[config.mk]
export PLATFORM = sky130hd
export DESIGN_NAME = ewc_top
export DESIGN_NICKNAME = d
export VERILOG_FILES = /design/src/common/ewc_pkg.sv /design/src/design/ewc_aux_timer.sv /design/src/design/ewc_top.sv
export SDC_FILE = /design/constraint.sdc
export NUM_CORES = 2
export LEC_CHECK = 0
export ABC_AREA = 1
export CAP_MARGIN = 20
export CELL_PAD_IN_SITES_DETAIL_PLACEMENT = 1
export CELL_PAD_IN_SITES_GLOBAL_PLACEMENT = 1
export CORE_MARGIN = 4
export CORE_UTILIZATION = 50
export DETAILED_ROUTE_END_ITERATION = 6
export DONT_BUFFER_PORTS = 1
export PLACE_DENSITY_LB_ADDON = 0.1
export SLEW_MARGIN = 10
export SYNTH_ARGS = -nofsm -noshare
export SYNTH_HDL_FRONTEND = slang
export SYNTH_HIERARCHICAL = 1
export SYNTH_SLANG_ARGS = --single-unit
[constraint.sdc]
create_clock -name hclk -period 9.9 [get_ports hclk]
set_input_delay 1.98 -clock hclk [delete_from_list [all_inputs] [get_ports hclk]]
set_output_delay 1.98 -clock hclk [all_outputs]
set_load 0.03 [all_outputs]
[src/common/ewc_pkg.sv]
// Shared constants for the nonvolatile write control block.
// Assumes a single 100 MHz system clock and an AHB-Lite register bus.
package ewc_pkg;

    // Register byte offsets
    localparam logic [7:0] EWC_OFS_CTRL     = 8'h00;
    localparam logic [7:0] EWC_OFS_TMODE    = 8'h04;
    localparam logic [7:0] EWC_OFS_TCMP     = 8'h08;
    localparam logic [7:0] EWC_OFS_TCNT     = 8'h0C;
    localparam logic [7:0] EWC_OFS_ADDR     = 8'h10;
    localparam logic [7:0] EWC_OFS_DATA     = 8'h14;
    localparam logic [7:0] EWC_OFS_ISTAT    = 8'h18;
    localparam logic [7:0] EWC_OFS_IMASK    = 8'h1C;

    // Control register fields
    localparam int EWC_CTRL_WE     = 0;
    localparam int EWC_CTRL_BUSY   = 1;
    localparam int EWC_CTRL_RE     = 2;
    localparam int EWC_CTRL_ONE    = 3;
    localparam int EWC_CTRL_SEL_LO = 4;
    localparam int EWC_CTRL_PIN    = 7;

    // Count clock selections
    localparam logic [2:0] EWC_SEL_SYSDIV = 3'h4;
    localparam logic [2:0] EWC_SEL_TIMER  = 3'h6;
    localparam logic [2:0] EWC_SEL_RESET  = 3'h0;

    // Timer mode register fields
    localparam int EWC_TMODE_EN     = 7;
    localparam int EWC_TMODE_CLK_LO = 1;
    localparam logic [1:0] EWC_TCLK_DIV1 = 2'h0;
    localparam logic [1:0] EWC_TCLK_DIV2 = 2'h1;
    localparam logic [1:0] EWC_TCLK_DIV4 = 2'h2;

    // Interrupt status bits
    localparam int EWC_IRQ_DONE    = 0;
    localparam int EWC_IRQ_DISCARD = 1;
    localparam int EWC_IRQ_W       = 2;

    // Array layout
    localparam int EWC_ARRAY_BYTES = 256;
    localparam int EWC_AREA1_BYTES = 192;

    // Timing
    localparam int EWC_CLK_MHZ       = 100;
    localparam int EWC_ARM_TIME_US   = 1000;
    localparam int EWC_ARM_CYCLES    = EWC_ARM_TIME_US * EWC_CLK_MHZ;
    localparam int EWC_WRITE_PERIODS = 145;
    localparam int EWC_SYSDIV_RATIO  = 128;

    // AHB encodings
    localparam logic [2:0] EWC_HSIZE_WORD = 3'h2;

    // Access sequence states
    typedef enum logic [4:0] {
        EWC_STANDBY = 5'b00001,
        EWC_READ    = 5'b00010,
        EWC_ARM     = 5'b00100,
        EWC_WRITE   = 5'b01000,
        EWC_BLOCK   = 5'b10000
    } ewc_seq_t;

endpackage : ewc_pkg

[src/design/ewc_aux_timer.sv]
// Auxiliary 8-bit timer with compare match and toggling output.
// Assumes the system clock; a prescaler gives the count rates.
`timescale 1ns/1ps
module ewc_aux_timer (
    input  wire logic       hclk,        // System clock
    input  wire logic       hresetn,     // Async reset, active low
    input  wire logic       enable,      // Count enable, zero clears
    input  wire logic [1:0] clk_sel,     // Count rate selection
    input  wire logic [7:0] compare,     // Match value
    output logic      [7:0] counter,     // Current count
    output logic            toggle_q,    // Toggle flip-flop output
    output logic            period_tick  // Pulse on toggle rising edge
);
    import ewc_pkg::*;

    logic [1:0] pre_reg;
    logic [7:0] cnt_reg;
    logic       tog_reg;
    logic       tick_reg;

    // Prescaler taps
    wire count_en = (clk_sel == EWC_TCLK_DIV1) ||
                    ((clk_sel == EWC_TCLK_DIV2) && pre_reg[0]) ||
                    ((clk_sel == EWC_TCLK_DIV4) && (pre_reg == 2'h3));
    wire match    = enable && count_en && (cnt_reg == compare);

    // Free running prescaler, cleared while stopped
    always_ff @(posedge hclk or negedge hresetn) begin
        if (!hresetn) begin
            pre_reg <= 2'h0;
        end else begin
            pre_reg <= enable ? pre_reg + 2'h1 : 2'h0;
        end
    end

    // Counter clears on match; output flips at each match
    always_ff @(posedge hclk or negedge hresetn) begin
        if (!hresetn) begin
            cnt_reg  <= 8'h00;
            tog_reg  <= 1'b0;
            tick_reg <= 1'b0;
        end else if (!enable) begin
            cnt_reg  <= 8'h00;
            tog_reg  <= 1'b0;
            tick_reg <= 1'b0;
        end else begin
            tick_reg <= match && !tog_reg;
            if (match) begin
                cnt_reg <= 8'h00;
                tog_reg <= !tog_reg;
            end else if (count_en) begin
                cnt_reg <= cnt_reg + 8'h01;
            end
        end
    end

    assign counter     = cnt_reg;
    assign toggle_q    = tog_reg;
    assign period_tick = tick_reg;

endmodule : ewc_aux_timer

[src/design/ewc_top.sv]
// Write control for an on-chip byte array behind an AHB-Lite slave.
// Assumes single word transfers, one clock, asynchronous low reset.
//
// Function
// - Read enable, then write enable, then 1 ms wait; else never writable.
// - Count clock stopped at selection blocks the writable state for good.
// - Each write lasts 145 count periods; timer clock is toggle output.
// - Setting read enable makes the array readable.
// - Clearing read enable also clears write enable; no access then.
// - A write while busy is discarded.
// - Read enable zero puts the array into low-power standby.
// - Stop forces low power and keeps enables; halt changes nothing.
// - Protect pin low ignores upper 64-byte writes; lower 192 unaffected.
// - Busy one blocks reads and writes; zero allows them.
// - Enable pairs: 00 standby, 10 read, 11 read/write, 01 prohibited.
//
// Implementation choices: register access over AHB-Lite and the address map.
`timescale 1ns/1ps
module ewc_top #(
    parameter int ARM_CYCLES = ewc_pkg::EWC_ARM_CYCLES // Write arm wait
) (
    input  wire logic        hclk,        // System clock, 100 MHz
    input  wire logic        hresetn,     // Async reset, active low
    input  wire logic        hsel,        // Slave select
    input  wire logic [7:0]  haddr,       // Byte address
    input  wire logic [1:0]  htrans,      // Transfer type
    input  wire logic        hwrite,      // Write transfer
    input  wire logic [2:0]  hsize,       // Transfer size
    input  wire logic [31:0] hwdata,      // Write data
    input  wire logic        hready,      // Bus ready in
    output logic             hreadyout,   // Slave ready
    output logic             hresp,       // Always OKAY
    output logic      [31:0] hrdata,      // Read data
    input  wire logic        upper_area_write_protect_pin, // Low protects
    input  wire logic        stop_mode,   // Processor in stop
    output logic             array_standby,   // Array in low power
    output logic             write_busy_flag, // Cell write in progress
    output logic             irq              // Level interrupt
);
    import ewc_pkg::*;

    // Refuse an arm wait that the 20-bit counter cannot hold
    if (ARM_CYCLES < 1 || ARM_CYCLES > 2**20) begin : g_arm_check
        $error("ewc_top: ARM_CYCLES out of range");
    end

    // Bus state
    logic        dph_reg;
    logic        dwr_reg;
    logic [7:0]  daddr_reg;
    logic        hready_reg;
    logic [31:0] hrdata_reg;

    // Software visible state
    logic        re_reg;
    logic        we_reg;
    logic [2:0]  sel_reg;
    logic        clk_ok_reg;
    logic [7:0]  tmode_reg;
    logic [7:0]  tcmp_reg;
    logic [7:0]  aaddr_reg;
    logic [EWC_IRQ_W-1:0] istat_reg;
    logic [EWC_IRQ_W-1:0] imask_reg;
    logic        irq_reg;
    logic        stby_reg;

    // Sequence and write timing
    ewc_seq_t    seq_reg;
    ewc_seq_t    seq_next;
    logic [19:0] arm_cnt_reg;
    logic        busy_reg;
    logic [7:0]  per_cnt_reg;
    logic [6:0]  div_cnt_reg;
    logic        div_tick_reg;
    logic [7:0]  wr_addr_reg;
    logic [7:0]  wr_data_reg;
    logic [7:0]  mem [EWC_ARRAY_BYTES];

    // Timer
    logic [7:0]  tcnt;
    logic        ttog;
    logic        ttick;

    ewc_aux_timer u_timer (
        .hclk        (hclk),
        .hresetn     (hresetn),
        .enable      (tmode_reg[EWC_TMODE_EN]),
        .clk_sel     (tmode_reg[EWC_TMODE_CLK_LO +: 2]),
        .compare     (tcmp_reg),
        .counter     (tcnt),
        .toggle_q    (ttog),
        .period_tick (ttick)
    );

    // Bus decode
    wire addr_ph  = hsel && htrans[1] && hready;
    wire wr_go    = dph_reg && dwr_reg;
    wire rd_go    = dph_reg && !dwr_reg;
    wire wr_ctrl  = wr_go && (daddr_reg == EWC_OFS_CTRL);
    wire wr_tmode = wr_go && (daddr_reg == EWC_OFS_TMODE);
    wire wr_tcmp  = wr_go && (daddr_reg == EWC_OFS_TCMP);
    wire wr_aaddr = wr_go && (daddr_reg == EWC_OFS_ADDR);
    wire wr_data  = wr_go && (daddr_reg == EWC_OFS_DATA);
    wire wr_istat = wr_go && (daddr_reg == EWC_OFS_ISTAT);
    wire wr_imask = wr_go && (daddr_reg == EWC_OFS_IMASK);

    // Incoming control fields; write enable forced low without read
    wire       new_re  = hwdata[EWC_CTRL_RE];
    wire       new_we  = hwdata[EWC_CTRL_WE] && new_re;
    wire [2:0] new_sel = hwdata[EWC_CTRL_SEL_LO +: 3];
    wire       timer_run = tmode_reg[EWC_TMODE_EN];

    // Count clock period pulse of the selected source
    wire use_timer = (sel_reg == EWC_SEL_TIMER);
    wire period_ev = use_timer ? ttick :
                     (sel_reg == EWC_SEL_SYSDIV) && div_tick_reg;
    wire last_per  = (per_cnt_reg == 8'(EWC_WRITE_PERIODS - 1));
    wire wr_done   = busy_reg && period_ev && last_per;

    // Write acceptance
    wire upper     = (aaddr_reg >= 8'(EWC_AREA1_BYTES));
    wire prot_ok   = !upper || upper_area_write_protect_pin;
    wire wr_accept = wr_data && (seq_reg == EWC_WRITE) && !busy_reg &&
                     !stop_mode && prot_ok;
    wire wr_reject = wr_data && !wr_accept;
    wire readable  = re_reg && !busy_reg && !stop_mode &&
                     (seq_reg != EWC_STANDBY);

    // Access sequence next state
    always_comb begin
        seq_next = seq_reg;
        if (wr_ctrl) begin
            if (!new_re) begin
                seq_next = EWC_STANDBY;
            end else if (!re_reg) begin
                seq_next = new_we ? EWC_BLOCK : EWC_READ;
            end else if (new_we && !we_reg) begin
                seq_next = (clk_ok_reg && seq_reg == EWC_READ &&
                            new_sel == sel_reg) ?
                           EWC_ARM : EWC_BLOCK;
            end else if (!new_we && seq_reg != EWC_BLOCK) begin
                seq_next = EWC_READ;
            end
        end else begin
            case (seq_reg)
                EWC_ARM: begin
                    if (arm_cnt_reg == 20'(ARM_CYCLES - 1)) begin
                        seq_next = EWC_WRITE;
                    end
                end
                EWC_STANDBY, EWC_READ, EWC_WRITE, EWC_BLOCK: begin
                    seq_next = seq_reg;
                end
                default: begin
                    seq_next = EWC_STANDBY;
                end
            endcase
        end
    end

    // Read data selection
    logic [31:0] rd_mux;
    always_comb begin
        rd_mux = 32'h0000_0000;
        case (daddr_reg)
            EWC_OFS_CTRL: begin
                rd_mux[EWC_CTRL_PIN]          = upper_area_write_protect_pin;
                rd_mux[EWC_CTRL_SEL_LO +: 3]  = sel_reg;
                rd_mux[EWC_CTRL_ONE]          = 1'b1;
                rd_mux[EWC_CTRL_RE]           = re_reg;
                rd_mux[EWC_CTRL_BUSY]         = busy_reg;
                rd_mux[EWC_CTRL_WE]           = we_reg;
            end
            EWC_OFS_TMODE: rd_mux[7:0] = tmode_reg;
            EWC_OFS_TCMP:  rd_mux[7:0] = tcmp_reg;
            EWC_OFS_TCNT:  rd_mux[7:0] = tcnt;
            EWC_OFS_ADDR:  rd_mux[7:0] = aaddr_reg;
            EWC_OFS_DATA:  rd_mux[7:0] = readable ? mem[aaddr_reg] :
                                                     8'h00;
            EWC_OFS_ISTAT: rd_mux[EWC_IRQ_W-1:0] = istat_reg;
            EWC_OFS_IMASK: rd_mux[EWC_IRQ_W-1:0] = imask_reg;
            default:       rd_mux = 32'h0000_0000;
        endcase
    end

    // Bus handshake: one wait state per transfer
    always_ff @(posedge hclk or negedge hresetn) begin
        if (!hresetn) begin
            dph_reg    <= 1'b0;
            dwr_reg    <= 1'b0;
            daddr_reg  <= 8'h00;
            hready_reg <= 1'b1;
            hrdata_reg <= 32'h0000_0000;
        end else begin
            dph_reg <= addr_ph && (hsize == EWC_HSIZE_WORD);
            if (addr_ph) begin
                dwr_reg    <= hwrite;
                daddr_reg  <= {haddr[7:2], 2'b00};
                hready_reg <= 1'b0;
            end else begin
                hready_reg <= 1'b1;
            end
            if (rd_go) begin
                hrdata_reg <= rd_mux;
            end
        end
    end

    // Control register: enables and count clock selection
    always_ff @(posedge hclk or negedge hresetn) begin
        if (!hresetn) begin
            re_reg     <= 1'b0;
            we_reg     <= 1'b0;
            sel_reg    <= EWC_SEL_RESET;
            clk_ok_reg <= 1'b0;
        end else if (wr_ctrl) begin
            re_reg  <= new_re;
            we_reg  <= new_we;
            sel_reg <= new_sel;
            if (new_sel != sel_reg) begin
                clk_ok_reg <= (new_sel == EWC_SEL_SYSDIV) ||
                              ((new_sel == EWC_SEL_TIMER) &&
                               timer_run);
            end
        end
    end

    // Timer, address and mask registers
    always_ff @(posedge hclk or negedge hresetn) begin
        if (!hresetn) begin
            tmode_reg <= 8'h00;
            tcmp_reg  <= 8'h00;
            aaddr_reg <= 8'h00;
            imask_reg <= '0;
        end else begin
            if (wr_tmode) tmode_reg <= hwdata[7:0] & 8'h86;
            if (wr_tcmp)  tcmp_reg  <= hwdata[7:0];
            if (wr_aaddr) aaddr_reg <= hwdata[7:0];
            if (wr_imask) imask_reg <= hwdata[EWC_IRQ_W-1:0];
        end
    end

    // Sequence state and the arm wait counter
    always_ff @(posedge hclk or negedge hresetn) begin
        if (!hresetn) begin
            seq_reg     <= EWC_STANDBY;
            arm_cnt_reg <= 20'h0_0000;
        end else begin
            seq_reg     <= seq_next;
            arm_cnt_reg <= (seq_next == EWC_ARM && seq_reg == EWC_ARM) ?
                           arm_cnt_reg + 20'h0_0001 : 20'h0_0000;
        end
    end

    // System clock division by 128 for the count clock
    always_ff @(posedge hclk or negedge hresetn) begin
        if (!hresetn) begin
            div_cnt_reg  <= 7'h00;
            div_tick_reg <= 1'b0;
        end else begin
            div_cnt_reg  <= div_cnt_reg + 7'h01;
            div_tick_reg <= (div_cnt_reg == 7'(EWC_SYSDIV_RATIO - 1));
        end
    end

    // Cell write timing over 145 count periods
    always_ff @(posedge hclk or negedge hresetn) begin
        if (!hresetn) begin
            busy_reg    <= 1'b0;
            per_cnt_reg <= 8'h00;
            wr_addr_reg <= 8'h00;
            wr_data_reg <= 8'h00;
        end else if (wr_accept) begin
            busy_reg    <= 1'b1;
            per_cnt_reg <= 8'h00;
            wr_addr_reg <= aaddr_reg;
            wr_data_reg <= hwdata[7:0];
        end else if (wr_done) begin
            busy_reg    <= 1'b0;
            per_cnt_reg <= 8'h00;
        end else if (busy_reg && period_ev) begin
            per_cnt_reg <= per_cnt_reg + 8'h01;
        end
    end

    // Array storage, committed when the timing completes
    always_ff @(posedge hclk) begin
        if (wr_done) begin
            mem[wr_addr_reg] <= wr_data_reg;
        end
    end

    // Sticky interrupt flags; a new event beats a clear
    always_ff @(posedge hclk or negedge hresetn) begin
        if (!hresetn) begin
            istat_reg <= '0;
            irq_reg   <= 1'b0;
        end else begin
            istat_reg <= (istat_reg &
                          ~(wr_istat ? hwdata[EWC_IRQ_W-1:0] : '0)) |
                         {wr_reject, wr_done};
            irq_reg   <= |(istat_reg & imask_reg);
        end
    end

    // Low power: standby without read enable, or forced by stop
    always_ff @(posedge hclk or negedge hresetn) begin
        if (!hresetn) begin
            stby_reg <= 1'b1;
        end else begin
            stby_reg <= !re_reg || stop_mode;
        end
    end

    // Outputs
    assign hreadyout       = hready_reg;
    assign hresp           = 1'b0;
    assign hrdata          = hrdata_reg;
    assign array_standby   = stby_reg;
    assign write_busy_flag = busy_reg;
    assign irq             = irq_reg;

endmodule : ewc_top

==> impl_metrics.tcl <==
set metrics [dict create \
    required_ns 10.70 \
    cts_hold_buf 0 \
    grt-busiest-layer "met2" \
    synth_area_leaders "edfxtp_1 69%, nand3_1 11%, nand2_1 10%, dfrtp_1 3.2%, buf_2 1.5%" \
    fin_cells 10100 \
    cts-root-buf "clkbuf_16" \
    arrival_ns 5.75 \
    synth_area_leader_cell "edfxtp_1" \
    ir_drop_mv 0.168 \
    p_leak_nw 32.6 \
    htreeDepth 4 \
    tightestPinTransition_ns 1.20 \
    cp-end-kind "flop" \
    critPathCapture "hrdata[7]$_DFFE_PN0P_" \
    grt_pass1_vias 60900 \
    synth_top_area_share_pct 68.9 \
    muxShareOfSynthArea_pct 0.0631 \
    synth_cell_types 50 \
    overflow 0 \
    ys_seq_area_share_pct 72.2 \
    min_period_ns 4.95 \
    vias 59800 \
    cts_setup_buffers 0 \
    final_net_count 7605 \
    dieArea_um2 185000 \
    synth_fa_ha_area_share_pct 0.0841 \
    synth_top_family_by_area "simple AND/OR/NAND/NOR gates" \
    cts_made_buffers 223 \
    postRouteAntennaNets 0 \
    gr-usage-met1_pct 39.2 \
    synth_cells 7736 \
    synth-seq-cells 2166 \
    area_growth_pct 9.32 \
    dr.first_iter.drc_count 5929 \
    wirelength_um 260000 \
    yosysWarningCount 6 \
    boundaryPins 89 \
    fp.coreArea_um2 177000 \
    cts_tree "yes" \
    ys_async_sr_fraction_pct 5.45 \
    hold_path_class "reg2reg" \
    detailed_place_hpwl_um 145000 \
    synth_common_cells "2394 x nand2_1, 2048 x edfxtp_1, 2001 x nand3_1" \
    rsz0062_at_grt "false" \
    grt_pass1_wl_um 391000 \
    synth_ff_type "edfxtp_1" \
    dp.cells 9660 \
    gp_congestion 0.819 \
    maxSlewHeadroom_pct 19.9 \
    die_w_um 430 \
    finalClockSkew_ns 0.0279 \
    grtUsageMet2_pct 45.2 \
    postSynthAreaPerCell_um2 11.5 \
    max_freq_ghz 0.202 \
    r2r_setup_slack_ns 4.95 \
    die_h_um 430 \
    maxCapViolations 0 \
    setup_viol 0 \
    cts_sinks 2166 \
    drive_gt1_share_pct 6.05 \
    synth_xor_area_share_pct 0.265 \
    power_density_nw_per_um2 191 \
    start_util_pct 50.4 \
    worst_r2r_path_depth 17 \
    path_max_fanout 132 \
    wl_per_cell_um 25.8 \
    drc_errors 0 \
    r2r_end "hrdata[7]$_DFFE_PN0P_" \
    maxSlewViolCount 0 \
    insertion_delay_ns 0.87 \
    r2r_start "aaddr_reg[0]$_DFFE_PN0P_" \
    syn_area_um2 89200 \
    cts_buffer_depth 3 \
    antenna_found_initial 6 \
    crit_start "aaddr_reg[0]$_DFFE_PN0P_" \
    clk_pin_slew_ns 0.06 \
    grtUsageMet3_pct 3.84 \
    worst_setup_path_start_kind "flop" \
    synth-compound-area-share_pct 0.632 \
    io_buffer_count 0 \
    status "finished, final reports clean" \
    yosys.area_share.simple_pct 23.1 \
    path_class "reg2reg" \
    finalHoldViolCount 0 \
    largest_reg_flops 2048 \
    synth.most_common_cell "nand2_1" \
    vias_per_cell 5.93 \
    synth_edf_count 2048 \
    grt_max_degree 318 \
    track_usage_pct 27.9 \
    rows 154 \
    ctsResizeCount 0 \
    tns_ns 0 \
    first_pass_iters 5 \
    fin_crit_sh_pct 50.0 \
]
area by class of cell:
class / instances / area [µm²]
Timing Repair Buffer: 78 / 743
Multi-Input combinational cell: 4945 / 21700
Sequential cell: 2166 / 64500
Clock buffer: 279 / 5890
Tap cell: 2340 / 2930
Inverter: 133 / 554
Fill cell: 18100 / 79300
Antenna cell: 2 / 5.00
Clock inverter: 136 / 1190
power by group:
part           leakage (nW)  total (mW)  internal [mW]  switching (mW)
clock network          3.47        8.24           4.69            3.54
registers              15.5        9.93           9.89          0.0428
logic                  13.7       0.449          0.120           0.329
through the flow:
step                      area, µm²  util, %  setup WS, ns  hold WS, ns  total power, mW
after global placement        90400     51.1          5.08        0.438             10.6
after detailed placement      90400     51.1          5.04        0.443             10.6
final                         97500     55.1          4.95        0.447             18.6
after CTS                     97500     55.1          5.00        0.453             18.7
after global routing          97500     55.1          4.67        0.469             19.2
after floorplan               89300        -          5.91        0.421             10.4
metal layers:
| metal | up-vias | wire length, µm |
|---|---|---|
| li1 | 26700 | - |
| met1 | 30800 | 112000 |
| met2 | 1864 | 125000 |
| met3 | 406 | 15300 |
| met4 | 0 | 8690 |
| met5 | - | 0 |
placed cells by master, fill, tap and decap left out, drive strengths merged, types with 2 or more instances in the layout:
cell	instances
nand3	2003
xnor2	8
a211oi	3
or2	3
edfxtp	2048
mux2	5
nor4	6
bufinv	19
a21oi	8
o211ai	2
xor2	19
dfrtp	115
ha	6
diode	2
o22ai	8
dfstp	3
buf	78
o31ai	2
a22o	2
inv	138
conb	25
clkinvlp	6
nor3	7
nand4	14
nor2	347
a221oi	3
o21ai	62
nand2	2403
a2111oi	3
clkinv	106
clkbuf	279
worst min-delay path by stage:
stage	cells past startpoint	end	start
after floorplan	1	div_cnt_reg[0]$_DFF_PN0_	div_cnt_reg[0]$_DFF_PN0_
after CTS	1	div_cnt_reg[0]$_DFF_PN0_	div_cnt_reg[0]$_DFF_PN0_
final	1	div_cnt_reg[0]$_DFF_PN0_	div_cnt_reg[0]$_DFF_PN0_
after global placement	1	div_cnt_reg[0]$_DFF_PN0_	div_cnt_reg[0]$_DFF_PN0_
after global routing	1	div_cnt_reg[0]$_DFF_PN0_	div_cnt_reg[0]$_DFF_PN0_
after detailed placement	1	div_cnt_reg[0]$_DFF_PN0_	div_cnt_reg[0]$_DFF_PN0_
cells by family after synthesis:
kind of cell             count (synthesis)
AO/OA/AOI/OAI                           97
AND/OR/NAND/NOR                       4785
flip-flops                            2166
multiplexers                             5
buffers and inverters                  649
XOR/XNOR                                27
adder cells (fa/ha/maj)                  6
other                                    1
worst max-delay path, stage by stage, from the launching register on:
cell and delay (ns):
dfrtp_4 0.86, buf_12 0.52, buf_4 0.81, buf_4 0.84, nand2_1 0.14, nand3_1 0.14
nand3_1 0.18, nand3_1 0.14, nand3_1 0.12, nand3_1 0.26, nand3_1 0.12, nand2_1 0.08
nand2_1 0.06, nand2_1 0.17, nand2_1 0.08, nand2_1 0.10, nand2_1 0.07, nand2_1 0.08
Note: power is estimated with default switching activity, not from simulation.
